==> config.mk <==
export PLATFORM = sky130hd
export DESIGN_NAME = pls_supervisor
export DESIGN_NICKNAME = d
export VERILOG_FILES = /design/src/common/pls_pkg.sv /design/src/hdl/pls_supervisor.sv
export SDC_FILE = /design/constraint.sdc
export NUM_CORES = 2
export LEC_CHECK = 0
export BUFFER_PORTS_ARGS = -buffer_cell sky130_fd_sc_hd__buf_4
export CORE_AREA = 2 2 350 352
export DETAILED_ROUTE_END_ITERATION = 10
export DIE_AREA = 0 0 352 354
export PLACE_DENSITY = 0.9
export SLEW_MARGIN = 10
export SYNTH_ARGS = -nofsm -noshare
export SYNTH_HDL_FRONTEND = slang
export SYNTH_SLANG_ARGS = --single-unit
==> constraint.sdc <==
create_clock -name clk_sys_in -period 3.58 [get_ports clk_sys_in]
set_clock_uncertainty 0.15 [all_clocks]
set_input_delay 0.358 -clock clk_sys_in [delete_from_list [all_inputs] [get_ports clk_sys_in]]
set_output_delay 0.358 -clock clk_sys_in [all_outputs]
set_load 0.03 [all_outputs]
==> src/common/pls_pkg.sv <==
// package: register map, field layouts, timing constants for the supervisor block
package pls_pkg;

  // --------------------------------------------------------------------------
  // clock and timing
  // --------------------------------------------------------------------------
  localparam int unsigned CLK_HZ           = 100_000_000;
  localparam int unsigned MIN_OFF_S        = 2;   // least off-time before restart
  localparam int unsigned OVP_RETRY_S      = 1;   // spacing between ovp retries
  localparam int unsigned OVP_WINDOW_S     = 60;  // one minute window
  localparam int unsigned OVP_MAX_TRIES    = 3;
  localparam longint unsigned MIN_OFF_CYC  = longint'(MIN_OFF_S) * CLK_HZ;
  localparam longint unsigned RETRY_CYC    = longint'(OVP_RETRY_S) * CLK_HZ;
  localparam longint unsigned WINDOW_CYC   = longint'(OVP_WINDOW_S) * CLK_HZ;

  // --------------------------------------------------------------------------
  // output-power command values
  // --------------------------------------------------------------------------
  localparam logic [7:0] PWR_CMD_ON  = 8'h80;
  localparam logic [7:0] PWR_CMD_OFF = 8'h00;

  // --------------------------------------------------------------------------
  // register byte addresses
  // --------------------------------------------------------------------------
  localparam logic [11:0] ADDR_CTRL   = 12'h000;
  localparam logic [11:0] ADDR_STATUS = 12'h004;
  localparam logic [11:0] ADDR_IRQ    = 12'h008;
  localparam logic [11:0] ADDR_MASK   = 12'h00C;
  localparam logic [11:0] ADDR_HOSTNV = 12'h100; // 96 bytes, word 0x100..0x15C
  localparam logic [11:0] ADDR_IDNV   = 12'h200; // 128 bytes, 0x200..0x27C

  // control register fields
  localparam int CTRL_PWR_LSB = 0;   // output-power command byte [7:0]
  localparam int CTRL_OC_LAT  = 8;   // 1: overcurrent latches
  localparam int CTRL_OT_LAT  = 9;   // 1: overtemperature latches
  localparam logic [31:0] CTRL_RESET = 32'h0000_0080;

  // irq / mask bits
  localparam int IRQ_W       = 6;
  localparam int IRQ_OVP     = 0;
  localparam int IRQ_OC      = 1;
  localparam int IRQ_OT      = 2;
  localparam int IRQ_INLOSS  = 3;
  localparam int IRQ_LATCH   = 4;
  localparam int IRQ_RESTART = 5;

  localparam int HOSTNV_WORDS = 24;  // 96 bytes
  localparam int IDNV_WORDS   = 32;  // 128 bytes

  typedef enum logic [1:0] {
    ST_RUN     = 2'b00,
    ST_RETRY   = 2'b01,
    ST_LATCHED = 2'b10,
    ST_OFF     = 2'b11
  } pls_state_t;

  typedef struct packed {
    logic output_overvoltage_trip;
    logic oc;
    logic ot;
    logic input_ok;
  } pls_sense_t;

  typedef struct packed {
    logic input_good_indicator;
    logic output_present_indicator;
    logic fault_indicator;
    logic fault_mon;      // high = no fault
    logic output_good_mon;
    logic input_good_mon;
    logic temp_good_mon;
  } pls_ind_t;

endpackage : pls_pkg

==> src/hdl/pls_supervisor.sv <==
// supervisor: latch-off/restart control, indicators, monitor pins, apb registers
//
// Chosen here: the register addresses and the APB register port.
module pls_supervisor
  import pls_pkg::*;
#(
  parameter longint unsigned MIN_OFF_CYCLES = MIN_OFF_CYC,
  parameter longint unsigned RETRY_CYCLES   = RETRY_CYC,
  parameter longint unsigned WINDOW_CYCLES  = WINDOW_CYC
) (
  input  wire logic        clk_sys_in,
  input  wire logic        nrst_in,
  // apb slave
  input  wire logic        psel_in,
  input  wire logic        penable_in,
  input  wire logic        pwrite_in,
  input  wire logic [11:0] paddr_in,
  input  wire logic [31:0] pwdata_in,
  output logic      [31:0] prdata_out,
  output logic             pready_out,
  output logic             pslverr_out,
  // pins
  input  wire logic        enable_n_in,
  input  wire logic        remote_on_in,
  input  wire logic        write_protect_in,
  input  wire pls_sense_t  sense_in,
  output pls_ind_t         ind_out,
  output logic             power_on_out,
  output logic             irq_out
);

  // --------------------------------------------------------------------------
  // elaboration checks
  // --------------------------------------------------------------------------
  // counters are 40 bits wide; larger counts would wrap silently
  if (MIN_OFF_CYCLES < 1 || RETRY_CYCLES < 1 || WINDOW_CYCLES <= RETRY_CYCLES
      || WINDOW_CYCLES > 40'hFF_FFFF_FFFF || MIN_OFF_CYCLES > 40'hFF_FFFF_FFFF) begin : g_bad
    $error("pls_supervisor: bad timing parameters");
  end

  // --------------------------------------------------------------------------
  // apb decode
  // --------------------------------------------------------------------------
  logic        wr_acc;
  logic        rd_acc;
  logic        hit_host;
  logic        hit_id;
  logic        hit_reg;
  logic [4:0]  word_idx;

  assign wr_acc   = psel_in & penable_in & pwrite_in & pready_out;
  assign rd_acc   = psel_in & penable_in & ~pwrite_in & pready_out;
  assign word_idx = paddr_in[6:2];
  assign hit_host = (paddr_in[11:8] == ADDR_HOSTNV[11:8]) && (paddr_in[7] == 1'b0)
                    && (32'(word_idx) < HOSTNV_WORDS) && (paddr_in[1:0] == 2'b00);
  assign hit_id   = (paddr_in[11:7] == ADDR_IDNV[11:7]) && (paddr_in[1:0] == 2'b00);
  assign hit_reg  = (paddr_in == ADDR_CTRL) || (paddr_in == ADDR_STATUS)
                    || (paddr_in == ADDR_IRQ) || (paddr_in == ADDR_MASK);

  // --------------------------------------------------------------------------
  // control and mask registers
  // --------------------------------------------------------------------------
  logic [31:0]        ctrl_reg;
  logic [IRQ_W-1:0]   mask_reg;
  logic [7:0]         pwr_cmd;
  logic               oc_latch_cfg;
  logic               ot_latch_cfg;
  logic               oc_lat_d;
  logic               ot_lat_d;
  logic               cfg_drop;

  assign pwr_cmd      = ctrl_reg[CTRL_PWR_LSB +: 8];
  assign oc_latch_cfg = ctrl_reg[CTRL_OC_LAT];
  assign ot_latch_cfg = ctrl_reg[CTRL_OT_LAT];
  // only a change back to hiccup releases; a steady setting must not undo an ovp latch
  assign cfg_drop     = (oc_lat_d & ~oc_latch_cfg) | (ot_lat_d & ~ot_latch_cfg);

  // previous response bits for the change detector
  always_ff @(posedge clk_sys_in or negedge nrst_in) begin
    if (!nrst_in) begin
      oc_lat_d <= 1'b0;
      ot_lat_d <= 1'b0;
    end else begin
      oc_lat_d <= oc_latch_cfg;
      ot_lat_d <= ot_latch_cfg;
    end
  end

  // only the command byte and two fault-response bits exist; other bits read zero
  always_ff @(posedge clk_sys_in or negedge nrst_in) begin
    if (!nrst_in) begin
      ctrl_reg <= CTRL_RESET;
      mask_reg <= '0;
    end else if (wr_acc && paddr_in == ADDR_CTRL) begin
      ctrl_reg <= {22'h00_0000, pwdata_in[CTRL_OT_LAT], pwdata_in[CTRL_OC_LAT],
                   pwdata_in[7:0]};
    end else if (wr_acc && paddr_in == ADDR_MASK) begin
      mask_reg <= pwdata_in[IRQ_W-1:0];
    end
  end

  // --------------------------------------------------------------------------
  // nonvolatile stores: host area and write-protected id area
  // --------------------------------------------------------------------------
  logic [31:0] host_mem [HOSTNV_WORDS];
  logic [31:0] id_mem   [IDNV_WORDS];

  // storage array, no reset: contents are kept across restarts
  always_ff @(posedge clk_sys_in) begin
    if (wr_acc && hit_host) begin
      host_mem[word_idx] <= pwdata_in;
    end
    if (wr_acc && hit_id && !write_protect_in) begin
      id_mem[word_idx] <= pwdata_in;
    end
  end

  // --------------------------------------------------------------------------
  // on/off request: pin, enable and command byte
  // --------------------------------------------------------------------------
  logic on_req;
  logic on_req_d;
  logic cmd_on;

  assign cmd_on = (pwr_cmd == PWR_CMD_ON);
  // any value other than the on byte counts as off
  assign on_req = remote_on_in & ~enable_n_in & cmd_on;

  always_ff @(posedge clk_sys_in or negedge nrst_in) begin
    if (!nrst_in) begin
      on_req_d <= 1'b0;
    end else begin
      on_req_d <= on_req;
    end
  end

  // --------------------------------------------------------------------------
  // fault response state machine
  // --------------------------------------------------------------------------
  pls_state_t state_reg;
  logic [39:0] tmr_reg;      // off-time / retry delay
  logic [39:0] win_reg;      // ovp window
  logic [1:0]  tries_reg;
  logic        restart_evt;
  logic        latch_evt;
  logic        hiccup_fault;
  logic        ovp_rise;
  logic        ovp_d;

  assign hiccup_fault = (sense_in.oc & ~oc_latch_cfg) | (sense_in.ot & ~ot_latch_cfg);
  assign ovp_rise     = sense_in.output_overvoltage_trip & ~ovp_d;

  // off -> on edge is only honoured after the least off-time has run out
  always_ff @(posedge clk_sys_in or negedge nrst_in) begin
    if (!nrst_in) begin
      state_reg   <= ST_OFF;
      tmr_reg     <= '0;
      win_reg     <= '0;
      tries_reg   <= '0;
      ovp_d       <= 1'b0;
      restart_evt <= 1'b0;
      latch_evt   <= 1'b0;
    end else begin
      ovp_d       <= sense_in.output_overvoltage_trip;
      restart_evt <= 1'b0;
      latch_evt   <= 1'b0;
      if (win_reg != '0) begin
        win_reg <= win_reg - 40'd1;
      end else begin
        tries_reg <= '0;
      end
      case (state_reg)
        ST_RUN: begin
          if (!on_req) begin
            state_reg <= ST_OFF;
            tmr_reg   <= 40'(MIN_OFF_CYCLES);
          end else if ((sense_in.oc && oc_latch_cfg) || (sense_in.ot && ot_latch_cfg)) begin
            state_reg <= ST_LATCHED;
            latch_evt <= 1'b1;
          end else if (ovp_rise) begin
            if (win_reg == '0) begin
              win_reg <= 40'(WINDOW_CYCLES);
            end
            if (32'(tries_reg) >= OVP_MAX_TRIES - 1 && win_reg != '0) begin
              state_reg <= ST_LATCHED;
              latch_evt <= 1'b1;
            end else begin
              state_reg <= ST_RETRY;
              tmr_reg   <= 40'(RETRY_CYCLES);
              tries_reg <= tries_reg + 2'd1;
            end
          end
        end
        ST_RETRY: begin
          if (tmr_reg != '0) begin
            tmr_reg <= tmr_reg - 40'd1;
          end else begin
            state_reg <= ST_RUN;
          end
        end
        ST_LATCHED: begin
          if (!on_req) begin
            state_reg <= ST_OFF;
            tmr_reg   <= 40'(MIN_OFF_CYCLES);
          end else if (cfg_drop && !oc_latch_cfg && !ot_latch_cfg && !sense_in.output_overvoltage_trip) begin
            state_reg   <= ST_RUN;
            restart_evt <= 1'b1;
            tries_reg   <= '0;
            win_reg     <= '0;
          end
        end
        ST_OFF: begin
          if (tmr_reg != '0) begin
            tmr_reg <= tmr_reg - 40'd1;
          end else if (on_req && !on_req_d) begin
            state_reg   <= ST_RUN;
            restart_evt <= 1'b1;
            tries_reg   <= '0;
            win_reg     <= '0;
          end
        end
        default: begin
          state_reg <= ST_OFF;
          tmr_reg   <= 40'(MIN_OFF_CYCLES);
        end
      endcase
    end
  end

  // --------------------------------------------------------------------------
  // status, sticky events and interrupt
  // --------------------------------------------------------------------------
  logic [IRQ_W-1:0] irq_reg;
  logic [IRQ_W-1:0] evt;
  logic             fault_any;
  logic             running;

  assign running   = (state_reg == ST_RUN) & ~hiccup_fault & ~sense_in.output_overvoltage_trip;
  assign fault_any = ~sense_in.input_ok | sense_in.output_overvoltage_trip | sense_in.oc | sense_in.ot
                     | (state_reg == ST_LATCHED) | (state_reg == ST_RETRY);
  assign evt = {restart_evt, latch_evt, ~sense_in.input_ok, sense_in.ot, sense_in.oc,
                sense_in.output_overvoltage_trip};

  // a restart wipes all sticky bits; new events on the read cycle still win
  always_ff @(posedge clk_sys_in or negedge nrst_in) begin
    if (!nrst_in) begin
      irq_reg <= '0;
    end else if (restart_evt) begin
      irq_reg <= evt & ~(6'h01 << IRQ_RESTART | 6'h00) | (6'h01 << IRQ_RESTART);
    end else if (rd_acc && paddr_in == ADDR_IRQ) begin
      irq_reg <= evt;
    end else begin
      irq_reg <= irq_reg | evt;
    end
  end

  always_ff @(posedge clk_sys_in or negedge nrst_in) begin
    if (!nrst_in) begin
      irq_out <= 1'b0;
    end else begin
      irq_out <= |(irq_reg & mask_reg);
    end
  end

  // --------------------------------------------------------------------------
  // indicators and monitoring outputs
  // --------------------------------------------------------------------------
  always_ff @(posedge clk_sys_in or negedge nrst_in) begin
    if (!nrst_in) begin
      ind_out      <= '{default: 1'b0};
      power_on_out <= 1'b0;
    end else begin
      power_on_out                      <= running;
      ind_out.input_good_indicator      <= sense_in.input_ok;
      ind_out.output_present_indicator  <= running & ~fault_any;
      ind_out.fault_indicator           <= fault_any;
      ind_out.fault_mon                 <= ~fault_any;
      ind_out.output_good_mon           <= running & ~fault_any;
      ind_out.input_good_mon            <= ~fault_any | sense_in.input_ok;
      ind_out.temp_good_mon             <= ~sense_in.ot;
    end
  end

  // --------------------------------------------------------------------------
  // apb read data and handshake
  // --------------------------------------------------------------------------
  logic [31:0] rd_mux;

  always_comb begin
    rd_mux = 32'h0000_0000;
    if (paddr_in == ADDR_CTRL) begin
      rd_mux = ctrl_reg;
    end else if (paddr_in == ADDR_STATUS) begin
      rd_mux = {26'h000_0000, state_reg, sense_in.output_overvoltage_trip, sense_in.oc, sense_in.ot,
                sense_in.input_ok};
    end else if (paddr_in == ADDR_IRQ) begin
      rd_mux = {26'h000_0000, irq_reg};
    end else if (paddr_in == ADDR_MASK) begin
      rd_mux = {26'h000_0000, mask_reg};
    end else if (hit_host) begin
      rd_mux = host_mem[word_idx];
    end else if (hit_id) begin
      rd_mux = id_mem[word_idx];
    end
  end

  // one wait state: ready in the second access cycle
  always_ff @(posedge clk_sys_in or negedge nrst_in) begin
    if (!nrst_in) begin
      pready_out  <= 1'b0;
      prdata_out  <= '0;
      pslverr_out <= 1'b0;
    end else begin
      pready_out  <= psel_in & penable_in & ~pready_out;
      prdata_out  <= rd_mux;
      pslverr_out <= psel_in & penable_in & ~pready_out & ~(hit_reg | hit_host | hit_id)
                     | (psel_in & penable_in & ~pready_out & pwrite_in & hit_id
                        & write_protect_in);
    end
  end

endmodule : pls_supervisor

==> reports/qor_table.md <==
| Quantity | Value |
|---|---|
| Status | finished, final reports clean |
| Internal power summed over all cells | 0.0363 W |
| Met3 layer usage reported by global route | 8.70% |
| Initial DRC count | 8888 |
| EDFF count, synth | 1792 |
| Most area-consuming cells after synthesis | edfxtp_1 (71%), mux4_2 (13%), dfrtp_1 (5.0%) |
| Clock latency of the later-clocked register in the worst-skew pair | 0.82 ns |
| Class of the worst hold path | in2reg |
| Clock root buffer | clkbuf_16 |
| DP Area | 0.0805 mm² |
| Post-Layout Inst Area | 0.0868 mm² |
| Switching fraction of total power | 22.4% |
| Mean cell area of the mapped netlist | 20.6 µm² |
| Most common cell after layout, fill and taps aside | edfxtp_1 |
| Reported net switching power | 0.0104 W |
| Dominant cell type by area after synthesis | edfxtp_1 |
| Path depth of the worst reg2reg path | 6 |
| Post-detailed-route via-to-cell ratio | 7.61 |
| Final Setup Violations | 0 |
| Final critical-path setup slack | 0.229 ns |
| Setup slack at placement | 0.164 ns |
| Height of the die | 354 µm |
| Unrepaired setup endpoints after global routing | false |
| Effective utilization at floorplan | 62.5% |
| Number of buffer cells added on primary ports | 98 |
| Ports | 99 |
| Registers with the most flip-flops | id_mem x1024, host_mem x768 |
| Antenna violations before repair | 7 |
| Arithmetic-cell share of the synthesized area counting full adders, half adders and majority gates | 0.0828% |
| Met2 demand-to-capacity share in global routing | 59.9% |
| Drt drc | 0 |
| Transition at the pin with the smallest max-transition slack | 1.19 ns |
| Number of distinct library cells after synthesis | 83 |
| Register bit count reported by yosys | 1946 |
| Number of nets with antenna violations after routing | 0 |
| Row count | 128 |
| Maximum VDD drop | 0.384 mV |
| Top flip-flop cell by instance count after synthesis | edfxtp_1 |
| Area share of the leading cell type in the synthesized netlist | 71.3% |
| # Post-CTS Setup Buffers | 0 |
| Maximum Capacitance Violations | 0 |
| Synth Area in XOR/XNOR | 0.267% |
| Number of flip-flops in the largest register | 1024 |
| Compound-cell area share of the yosys netlist | 4.04% |
| Routed Wire Length | 232000 µm |
| Horizontal die dimension | 352 µm |
| Sequential power share | 53.3% |
| Commonest cells after routing, fill and taps aside | edfxtp_1 (1792), mux4_2 (444), buf_4 (290), clkbuf_16 (180), a22oi_1 (153) |
| Fraction of synthesized area in multiplexers | 14.5% |
| Pin count of the biggest net entering global routing | 97 |
| Category of the worst setup path capture point | flop |
| Proportion of power drawn by combinational gates | 4.7% |
| GP Congestion | 0.875 |
| Via count of the first global-routing pass | 44600 |
| Synth Area in Simple Gates | 3.50% |
| Total area of multi-input combinational cells | 0.0174 mm² |
| Wire length per cell after detailed routing | 39.8 µm |
| Number of sinks handled by clock tree synthesis | 1946 |
| Hold Path Stages | 1 |
| Synth Warn # | 0 |
| Register with the most flip-flops | id_mem |
| Die Outline Area | 0.125 mm² |
| All-Layer GR Usage | 37.7% |
| DR vias | 44300 |
| Buffer levels on the longest clock path | 3 |
| Ratio of final minimum period to clock period | 93.6% |
| Worst endpoint data arrival time | 3.88 ns |
| Synth Cell Area | 0.0755 mm² |
| Worst setup path category | reg2reg |
| Half-perimeter wire length of the detailed placement result | 122000 µm |
| Post-synth net total | 3733 |
| Dominant combinational cell family by area after synthesis | multiplexers |
| Highest net fanout along the worst path | 10 |
| Crit path required time | 4.11 ns |
| TritonCTS clock tree | built |
| Met1 capacity usage during global routing | 46.0% |
| CTS clock-pin slew for the worst setup and hold paths | 0.06 ns |
| Number of filler instances in the final layout | 6056 |
| Total leakage power | 28.0 nW |
| Nets | 4098 |
| Proportion of power drawn by the clock network | 42.0% |
| Fmax achieved | 298 MHz |
| Core Region | 0.121 mm² |
| Hold violation count in the final report | 0 |
| Register area | 0.0577 mm² |
| Share of synthesized flip-flops with an asynchronous set or reset | 7.91% |
| Max Slew Vio Count | 0 |
| CTS resizes | 0 |
| Number of levels in the clock H-tree | 4 |
| Wire length of the first global-routing pass | 333000 µm |
| Number of detailed-routing iterations run before antenna repair | 6 |
| Pwr/cell area | 538 mW/mm² |
| Total clock buffers created by CTS | 177 |
| Worst-case headroom to the max-slew limit | 21.0% |
| Share of layout cells above drive strength 1 | 28.9% |
| Top Usage Layer GRT | met2 |
| Clock period minus final worst setup slack | 3.35 ns |
| Instance count of the mapped netlist | 3672 |
| Aggregate global routing overflow | 0 |
| Seq/Total Area, Yosys | 76.4% |
| Area growth, synth to finish | 14.9% |
| Kind of start point of the critical path | flop |
==> layer usage <==
| layer | wire, µm | share of wire, % | vias up |
|---|---|---|---|
| met5 | 48 | 0.021 | - |
| met4 | 22400 | 9.7 | 8 |
| met3 | 31100 | 13 | 1246 |
| met2 | 110000 | 48 | 5039 |
| met1 | 67800 | 29 | 21900 |
| li1 | - | - | 16100 |
==> synth_stat cells, types with 14 or more instances <==
library cell and instances:
mux2i_1 55, o21ai_0 79, o211ai_1 24, a31oi_1 15, inv_1 16, xor2_1 15, or3_1 20, nor4_1 22
nor3_1 28, dfrtp_1 151, nand3_1 34, mux4_2 444, buf_1 56, nand4_1 41, clkbuf_1 126, nor2_1 142
or4_1 30, o31ai_1 30, a22oi_2 14, a211oi_1 14, buf_2 19, nand2_1 98, mux2_2 30, a22oi_1 153
a21oi_1 63, edfxtp_1 1792
==> repair_timing <==
item                                     CTS  global route
endpoints found under the setup margin     0             0
endpoints found under the hold margin   1554             0
hold buffers                              46             0
==> area by class of cell <==
cell class | instances | area share, %
well taps | 1625 | 2.34
repair buffers | 395 | 4.38
inverters | 17 | 0.0735
flip-flops and latches | 1946 | 66.5
multi-input cells | 1500 | 20.1
clock inverters | 117 | 1.30
clock buffers | 215 | 5.37
diodes | 4 | 0.0115
==> worst paths after layout <==
path | start | endpoint | slack, ns
min in group asynchronous | nrst_in | tmr_reg[39]$_DFFE_PN0P_ | 0.07
hold / removal | pwdata_in[8] | id_mem[5][8]$_DFFE_PP_ | 0.01
setup reg to reg | win_reg[32]$_DFF_PN0_ | tmr_reg[27]$_DFFE_PN0P_ | 0.23
max in group asynchronous | nrst_in | prdata_out[26]$_DFF_PN0_ | 2.29
setup / recovery | win_reg[32]$_DFF_PN0_ | tmr_reg[27]$_DFFE_PN0P_ | 0.23
hold reg to reg | latch_evt$_DFF_PN0_ | irq_reg[4]$_DFF_PN0_ | 0.29
==> power by group through the flow <==
stage / sequential (W) / combinational (W) / clock (W)
after detailed placement: 0.0254 / 0.00199 / 0
after global routing: 0.0249 / 0.00223 / 0.0203
after floorplan: 0.0254 / 0.000987 / 0
after global placement: 0.0254 / 0.00188 / 0
final: 0.0249 / 0.00219 / 0.0196
after CTS: 0.0249 / 0.00211 / 0.0195
==> stage by stage <==
stage               utilization [%]  cells  hold slack (ns)  power, W  setup TNS (ns)
CTS                            71.8   5815          0.00131    0.0465               0
detailed placement             66.6   5437            0.280    0.0274               0
global route                   71.8   5815          0.00267    0.0474               0
floorplan                         -   3672          -0.0876    0.0264         -302.11
global placement               66.6   5437            0.275    0.0273               0
finish                         71.8   5819           0.0144    0.0467               0
==> cell families (layout without fill, tap and decap cells) <==
logic type,after synthesis,count (layout)
AO/OA/AOI/OAI,437,437
multiplexers,537,537
adder cells (fa/ha/maj),5,5
other,0,4
AND/OR/NAND/NOR,498,498
flip-flops,1946,1946
buffers and inverters,226,744
XOR/XNOR,23,23
==> critical path: stages, from the launching register on <==
cell and delay [ns]:
dfrtp_1 0.46, or4_4 0.58, or4_4 0.49, nor4_4 0.42, a311oi_4 0.18, or3_1 0.57
a211o_1 0.35
(Power assumes the default switching activity.)
